==> config.mk <==
export PLATFORM = sky130hd
export DESIGN_NAME = flash_program_erase_timing
export DESIGN_NICKNAME = d
export VERILOG_FILES = /design/src/flash_program_erase_timing.v
export VERILOG_INCLUDE_DIRS = /design/src
export SDC_FILE = /design/constraint.sdc
export NUM_CORES = 1
export LEC_CHECK = 0
export BUFFER_PORTS_ARGS = -buffer_cell sky130_fd_sc_hd__buf_2
export CAP_MARGIN = 20
export CELL_PAD_IN_SITES_DETAIL_PLACEMENT = 2
export CELL_PAD_IN_SITES_GLOBAL_PLACEMENT = 2
export CORE_UTILIZATION = 35
export CTS_CLUSTER_DIAMETER = 40
export CTS_CLUSTER_SIZE = 10
export DETAILED_ROUTE_END_ITERATION = 16
export GPL_TIMING_DRIVEN = 0
export HOLD_SLACK_MARGIN = 0.08
export PLACE_DENSITY_LB_ADDON = 0.08
export SYNTH_ARGS = -nofsm -noshare
export SYNTH_HDL_FRONTEND = slang
export SYNTH_SLANG_ARGS = --single-unit
==> constraint.sdc <==
create_clock -name clk_i -period 2.3 [get_ports clk_i]
set_input_delay 0.115 -clock clk_i [delete_from_list [all_inputs] [get_ports clk_i]]
set_output_delay 0.115 -clock clk_i [all_outputs]
set_load 0.02 [all_outputs]
==> src/flash_timing_defs.vh <==
`ifndef FLASH_TIMING_DEFS_VH
`define FLASH_TIMING_DEFS_VH

// ==========================================================
// command encodings
`define CMD_NONE 3'h0
`define CMD_WORD 3'h1
`define CMD_BLOCK 3'h2
`define CMD_SEG_ERASE 3'h3
`define CMD_MASS_ERASE 3'h4

// ==========================================================
// tick rate limits in kHz (kept by the clock source)
`define TIMING_GEN_CLOCK_FREQ_MIN_KHZ 9'h101
`define TIMING_GEN_CLOCK_FREQ_MAX_KHZ 9'h1dc

// ==========================================================
// durations in timing-generator ticks
`define SINGLE_PROGRAM_DURATION 14'h001e
`define BLOCK_FIRST_ELEMENT_DURATION 14'h0019
`define BLOCK_NEXT_ELEMENT_DURATION 14'h0012
`define BLOCK_END_WAIT_DURATION 14'h0006
`define WHOLE_ARRAY_ERASE_DURATION 14'h2961
`define SEGMENT_ERASE_DURATION 14'h12d3
`define BLOCK_LAST_INDEX 6'h3f

// ==========================================================
// limits kept by software, in ms
`define CUMULATIVE_PROGRAM_LIMIT_MS 4'ha
`define CUMULATIVE_WHOLE_ERASE_MINIMUM_MS 5'h14

`endif

==> src/flash_program_erase_timing.v <==
// Contract
// - a single word or byte program lasts 30 ticks.
// - first element of a block program lasts 25 ticks.
// - each element 1 to 63 of a block lasts 18 ticks.
// - a 6 tick end wait follows the last block element.
// - durations are fixed; mass erase 10593, segment erase 4819 ticks.
`timescale 1ns/1ps
`default_nettype none
`include "flash_timing_defs.vh"

module flash_program_erase_timing (
  input wire clk_i,
  input wire rst_i,
  input wire tick_i,
  input wire start_i,
  input wire [2:0] cmd_i,
  input wire data_valid_i,
  output wire data_ready_o,
  output reg busy_o,
  output reg program_o,
  output reg erase_o,
  output reg mass_o,
  output reg [5:0] element_o,
  output reg element_done_o,
  output reg done_o
);

  // ==========================================================
  // states
  localparam [2:0] S_IDLE = 3'h0;
  localparam [2:0] S_WORD = 3'h1;
  localparam [2:0] S_BLK = 3'h2;
  localparam [2:0] S_BWAIT = 3'h3;
  localparam [2:0] S_END = 3'h4;
  localparam [2:0] S_ERASE = 3'h5;

  // ==========================================================
  // tick synchroniser: the tick comes from another clock source
  reg tick_s1;
  reg tick_s2;
  reg tick_s3;
  wire tick_edge;

  always @(posedge clk_i) begin
    if (rst_i) begin
      tick_s1 <= 1'b0;
      tick_s2 <= 1'b0;
      tick_s3 <= 1'b0;
    end else begin
      tick_s1 <= tick_i;
      tick_s2 <= tick_s1;
      tick_s3 <= tick_s2;
    end
  end

  // one period counted per rising edge of the tick clock
  assign tick_edge = tick_s2 & ~tick_s3;

  // ==========================================================
  // sequencer
  reg [2:0] state;
  reg [13:0] count;
  reg [2:0] next_state;
  reg [13:0] next_count;
  reg [5:0] next_element;
  reg next_busy;
  reg next_program;
  reg next_erase;
  reg next_mass;
  reg next_element_done;
  reg next_done;
  wire count_end;
  wire last_element;

  assign count_end = tick_edge && (count == 14'h0001);
  assign last_element = (element_o == `BLOCK_LAST_INDEX);
  // next block element is taken only between elements
  assign data_ready_o = (state == S_BWAIT);

  // ==========================================================
  // next-state decode
  always @* begin
    next_state = state;
    next_count = count;
    next_element = element_o;
    next_busy = busy_o;
    next_program = program_o;
    next_erase = erase_o;
    next_mass = mass_o;
    next_element_done = 1'b0;
    next_done = 1'b0;
    // the count runs down on every tick and rests at zero
    if (tick_edge && count != 14'h0000)
      next_count = count - 14'h0001;
    case (state)
      S_IDLE: begin
        // commands only start here, so a busy sequencer ignores them
        if (start_i) begin
          next_element = 6'h00;
          case (cmd_i)
            `CMD_WORD: begin
              next_state = S_WORD;
              next_count = `SINGLE_PROGRAM_DURATION;
              next_busy = 1'b1;
              next_program = 1'b1;
            end
            `CMD_BLOCK: begin
              next_state = S_BLK;
              next_count = `BLOCK_FIRST_ELEMENT_DURATION;
              next_busy = 1'b1;
              next_program = 1'b1;
            end
            `CMD_SEG_ERASE: begin
              next_state = S_ERASE;
              next_count = `SEGMENT_ERASE_DURATION;
              next_busy = 1'b1;
              next_erase = 1'b1;
            end
            `CMD_MASS_ERASE: begin
              next_state = S_ERASE;
              next_count = `WHOLE_ARRAY_ERASE_DURATION;
              next_busy = 1'b1;
              next_erase = 1'b1;
              next_mass = 1'b1;
            end
            default: next_state = S_IDLE;
          endcase
        end
      end
      S_WORD: begin
        if (count_end) begin
          next_state = S_IDLE;
          next_busy = 1'b0;
          next_program = 1'b0;
          next_done = 1'b1;
        end
      end
      S_ERASE: begin
        // mass and segment erase share this state; only the count and mass_o differ
        if (count_end) begin
          next_state = S_IDLE;
          next_busy = 1'b0;
          next_erase = 1'b0;
          next_mass = 1'b0;
          next_done = 1'b1;
        end
      end
      S_BLK: begin
        // program stays high across element boundaries
        if (count_end) begin
          next_element_done = 1'b1;
          if (last_element) begin
            next_state = S_END;
            next_count = `BLOCK_END_WAIT_DURATION;
            next_program = 1'b0;
          end else begin
            next_state = S_BWAIT;
          end
        end
      end
      S_BWAIT: begin
        // program stays applied while waiting; limitation: software
        // must bound the wait to keep cumulative time legal
        if (data_valid_i) begin
          next_state = S_BLK;
          next_element = element_o + 6'h01;
          next_count = `BLOCK_NEXT_ELEMENT_DURATION;
        end
      end
      S_END: begin
        // end wait keeps busy high with program already low
        if (count_end) begin
          next_state = S_IDLE;
          next_busy = 1'b0;
          next_done = 1'b1;
        end
      end
      default: begin
        // an unused code falls back to a clean idle with busy, program, erase and mass low
        next_state = S_IDLE;
        next_busy = 1'b0;
        next_program = 1'b0;
        next_erase = 1'b0;
        next_mass = 1'b0;
      end
    endcase
  end

  // ==========================================================
  // state and output registers
  // outputs other than data_ready_o come straight from flip-flops so the array sees no glitches
  always @(posedge clk_i) begin
    if (rst_i) begin
      state <= S_IDLE;
      count <= 14'h0000;
      busy_o <= 1'b0;
      program_o <= 1'b0;
      erase_o <= 1'b0;
      mass_o <= 1'b0;
      element_o <= 6'h00;
      element_done_o <= 1'b0;
      done_o <= 1'b0;
    end else begin
      state <= next_state;
      count <= next_count;
      busy_o <= next_busy;
      program_o <= next_program;
      erase_o <= next_erase;
      mass_o <= next_mass;
      element_o <= next_element;
      element_done_o <= next_element_done;
      done_o <= next_done;
    end
  end

endmodule // flash_program_erase_timing
`default_nettype wire

Word-level counts from Yosys, hierarchy flattened
Index checks and enable logic that the tools add are counted.

storage, ports and cells
  register bits after elaboration = 32
  input bits = 8

operators by class
  $add $sub $neg = 2
  equality and inequality tests = 22
  multiplexer cells = 33
  bitwise operators = 7
  reductions and logical operators = 20

operator list
  kind                     count
  $mux W14                 5
  $pmux W14 S4             1
  $pmux W14 S3             1
  $ne A2 B2 Y1 const B     9
  $reduce_and A4 Y1        4
  $mux W3                  5
  $eq A14 B1 Y1 const B    1
  $reduce_bool A14 Y1      1
  $sub A14 B1 Y14 const B  1
  $eq A3 B2 Y1 const B     4
  $mux W1                  12
  $mux W6                  2
  $pmux W3 S4              1
  $pmux W6 S2              1
  $reduce_or A2 Y1         5
  $eq A3 B3 Y1 const B     3
  $pmux W1 S3              3
  $pmux W3 S3              1
  $reduce_or A4 Y1         2
  $add A6 B1 Y6 const B    1
  $eq A3 B1 Y1 const B     2
  $eq A6 B6 Y1 const B     1
  $not A1 Y1               6
  $reduce_and A6 Y1        1
  8 further kinds          11

Logic depth before layout (Yosys ltp)
  depth after elaboration = 7
  depth in mapped cells = 8

Worst setup path after synthesis
No wires, ideal clock.

  kind = flip-flop to flip-flop
  start point = reg count[10]
  end point = reg count[6]
  library setup time = 0.132 ns
  data arrival time = 1.595 ns
  setup slack = 0.573 ns
  cell stages (with the launch flop) = 7
  cell sequence = dfxtp_1 -> nor4_4 -> and4_1 -> buf_2 -> nand4b_1 -> a21oi_2 -> o31ai_2

on the way
  word-level cells in the longest chain between the ends = 6

ends and longest elaborated chain
  item                                             line                                                                RTL
  start, declared                                  flash_program_erase_timing.v:62                                     reg [13:0] count;
  start signal, assigned                           flash_program_erase_timing.v:205                                    count <= next_count;
  $reduce_bool A14 Y1                              flash_program_erase_timing.v:93                                     if (tick_edge && count != 14'h0000)
  $logic_and A1 B1 Y1                              flash_program_erase_timing.v:93
  $mux W14                                         flash_program_erase_timing.v:93
  $pmux W14 S4 / $mux W14 (equally long branches)  flash_program_erase_timing.v:100, flash_program_erase_timing.v:152
  $mux W14, on equally long branches               flash_program_erase_timing.v:98, flash_program_erase_timing.v:150
  $pmux W14 S3 (*)                                 flash_program_erase_timing.v:95                                     case (state)

Every way passes the cells marked *; elsewhere a longest branch is shown, timed or not.
A chain may end at the register's enable or synchronous reset.

Worst setup path in the final report
  start point = reg count[1]
  end point = reg state[1]

on the way
  word-level cells in the longest chain between the ends = 4

ends and longest elaborated chain
  item                                                                  line                              RTL
  $eq A14 B1 Y1 (*)                                                     flash_program_erase_timing.v:75   assign count_end = tick_edge && (count == 14'h0001);
  $logic_and A1 B1 Y1 (*)                                               flash_program_erase_timing.v:75
  $ne A2 B2 Y1 (no source line) / $ne A2 B1 Y1 (equally long branches)  -
  $reduce_and A4 Y1 (no source line) (*)                                -
  end signal, assigned                                                  flash_program_erase_timing.v:204  state <= next_state;
  end, declared                                                         flash_program_erase_timing.v:61   reg [2:0] state;

Marks and branches as above.

==> key figures <==
Pwr
  – Pwr dens: 1280 nW/um2
  – Worst vdd ir: 0.000424 V
  – Pleak: 0.884 nW

Setup path
  – CP endpoint kind: flop
  – Worst setup SP type: flop
  – Setup crit start: count[1]$_SDFF_PP0_
  – CP max FO: 4
  – Critical path class: flop to flop
  – Startpoint of the worst register-to-register path: count[1]$_SDFF_PP0_
  – WP data arrival: ~2.3 ns
  – Req. time, crit path: 2.50 ns

Floorplan
  – Die Ht: 78.5 um
  – DIE AREA: just over 6000 um2
  – Die X-Extent: 78.5 um
  – Starting Density: 36.7%
  – Row count: 27
  – Ports: 21
  – Core ar.: 5570 um2

Timing
  – Tcrit/Tclk final: 90.1%
  – Final setup fails: 0
  – Worst-Margin Slew: 0.705 ns
  – Fmax: 483 MHz
  – Skew final: 0.00972 ns
  – Setup TNS: 0 ns
  – Final Hold Violating Endpoints: 0
  – Minimum clock period after layout: 2.07 ns
  – Final Max Slew Viols: 0
  – RSZ-0062 raised after global routing: no
  – Slew margin rel.: 53.0%

Synth
  – Post-Synthesis Cell Area: between 2000 and 2500 um2
  – #FFs+latches synth: 32
  – Mux share of post-synthesis cell area: less than 1%
  – Main flop type after synthesis: dfxtp_1
  – Post-synthesis adder-cell area fraction: 1.83%
  – Net Count, Synth: around 250
  – Largest family of logic cells by synthesized area: simple AND/OR/NAND/NOR gates
  – Netlist cell types: 55
  – Synth Instances: 242
  – Seq/Total Area, Yosys: 31.3%
  – Ys async rst share: 0%
  – Mean Syn Cell Area: 8.45 um2
  – Post-synthesis simple-gate area fraction: 34.1%
  – Synth Area in Compound Gates: 20.9%
  – Number of synthesized flops with an enable pin: 0
  – Synth warn: 0
  – Synth Area in XOR/XNOR: 7.28%

Layout
  – Sequential standard cell area: 641 um2
  – Nets: 283
  – Share of cells above drive strength 1: between 10% and 20%
  – Area grow syn2layout: 16.6%
  – Layout Cells excl Fill: around 350
  – Footprint of the multi-input gates: 1320 um2
  – Number of inserted diodes: 0
  – Commonest non-fill, non-tap cell in the layout: dfxtp_1
  – Filler cells: about 660
  – Most frequent cells in the layout: 32 x dfxtp_1, 19 x buf_2, 18 x nor2_1

Global routing
  – Met2 GRT Util: 39.1%
  – GRT Resource Usage Total: 24.1%
  – First-pass GRT wire length: 11300 um
  – Gr busiest metal: met2
  – Largest net degree at the start of global routing: 13
  – Vias in the first global route: 2078
  – Initial antenna violation count: 0
  – Grt met3 use: 4.07%
  – Overflow left after global routing: 0
  – Met1 GRT Util: 32.9%

Drt
  – # DRC: 0
  – WL per Instance: between 20 and 25 um
  – Vias per cell: 5.89
  – Remaining antenna violation count after routing: 0
  – DR vias: 2032
  – Post-Route WL: approximately 7000 um
  – Starting DRT DRC Count: around 120
  – Drt pass-1 iters: 4

Clocking
  – Htree depth: 2
  – Clock Latency Late Sink: ~0.29 ns
  – Clock Pin Slew Worst Setup and Hold Paths: 0.08 ns
  – CTS Buf Count: 5
  – Clk sink count: 32
  – Worst-case clock buffer depth: 2
  – CTS resizes: 0
  – CTS tree: done
  – Root Buffer: clkbuf_8

Job
  – Maxcap violations: 0

Hold path
  – Hold path start: rst_i
  – Hold/Removal Path Class: input pin to flop

Run status
  – Status: finished clean

Place
  – Placed Cells: 330
  – IO Port Bufs: 16
  – Hpwl dp: between 5000 and 6000 um
  – Placer Congestion: 0.782
timing repair:
action | 4_1_cts | 5_1_grt
setup endpoints to repair | 0 | 2
hold buffers | 1 | 0
buffers inserted | 0 | 6
endpoints found under the hold margin | 1 | 0
critical path, stage by stage (launching register included):
cell	delay, ns
dfxtp_1	0.34
inv_1	0.07
ha_1	0.19
and3b_1	0.22
a41oi_1	0.50
a22oi_1	0.18
and3_1	0.23
a221oi_2	0.24
registers in the layout, indices dropped and copies added, names as in the netlist:
name and flops:
erase_o 1, count 14, tick_s3 1, busy_o 1, program_o 1, tick_s2 1, element_done_o 1, done_o 1
state 3, element_o 6, tick_s1 1, mass_o 1
cell usage after synthesis (7+ instances only):
library cell  count  area, um2
nand4_1           7       43.8
nand3_1          13       65.1
a21oi_1          17       85.1
clkbuf_1          9       33.8
xor2_1           12        105
nand2_1          15       56.3
nor2b_1           8       50.1
dfxtp_1          32        641
a31oi_1           7       43.8
nor3_1            7       35.0
nor2_1           18       67.6
metal layers:
layer	share of wire (%)	up-vias
met5	0	-
met4	0.56	0
met3	1.6	4
met2	47	24
met1	51	1036
li1	-	968
through the flow:
stage / hold slack (ns) / worst slack [ns] / instance area, um2 / power [mW] / utilization, %
floorplan: 0.243 / 0.573 / 2050 / 1.94 / -
global placement: 0.328 / 0.115 / 2220 / 2.30 / 39.8
detailed placement: 0.340 / 0.115 / 2220 / 2.36 / 39.8
CTS: 0.250 / 0.108 / 2340 / 2.96 / 42.0
global route: 0.277 / 0.0780 / 2390 / 3.25 / 42.8
finish: 0.265 / 0.228 / 2390 / 3.06 / 42.8
power by group:
| group | switching, mW | internal [mW] |
|---|---|---|
| logic | 1.02 | 0.644 |
| clock network | 0.251 | 0.327 |
| registers | 0.158 | 0.661 |
| total | 1.43 | 1.63 |
final cells by class:
class / count / area share (%)
Clock buffer: 5 / 2.88
Multi-Input combinational cell: 190 / 55.4
Timing Repair Buffer: 23 / 5.66
Buffer: 15 / 2.67
Inverter: 5 / 0.787
Tap cell: 72 / 3.78
Clock inverter: 3 / 1.94
Sequential cell: 32 / 26.8
worst paths after layout:
kind                            to  slack (ns)  depth (start not counted)
min             tick_s3$_SDFF_PP0_        0.27                          2
min reg2reg     tick_s2$_SDFF_PP0_        0.47                          1
max          state[1]$_SDFFE_PP0P_        0.23                          7
max reg2reg  state[1]$_SDFFE_PP0P_        0.23                          7
cells by family (layout without fill, tap and decap cells):
| family | after synthesis | after routing |
|---|---|---|
| AOI/OAI and AO/OA | 62 | 62 |
| buffers and inverters | 20 | 51 |
| muxes | 1 | 1 |
| DFF | 32 | 32 |
| and+or+nand+nor | 107 | 107 |
| xor gates and xnor gates | 17 | 17 |
| adders and majority gates | 3 | 3 |
Power figures use the tool's default switching activity.
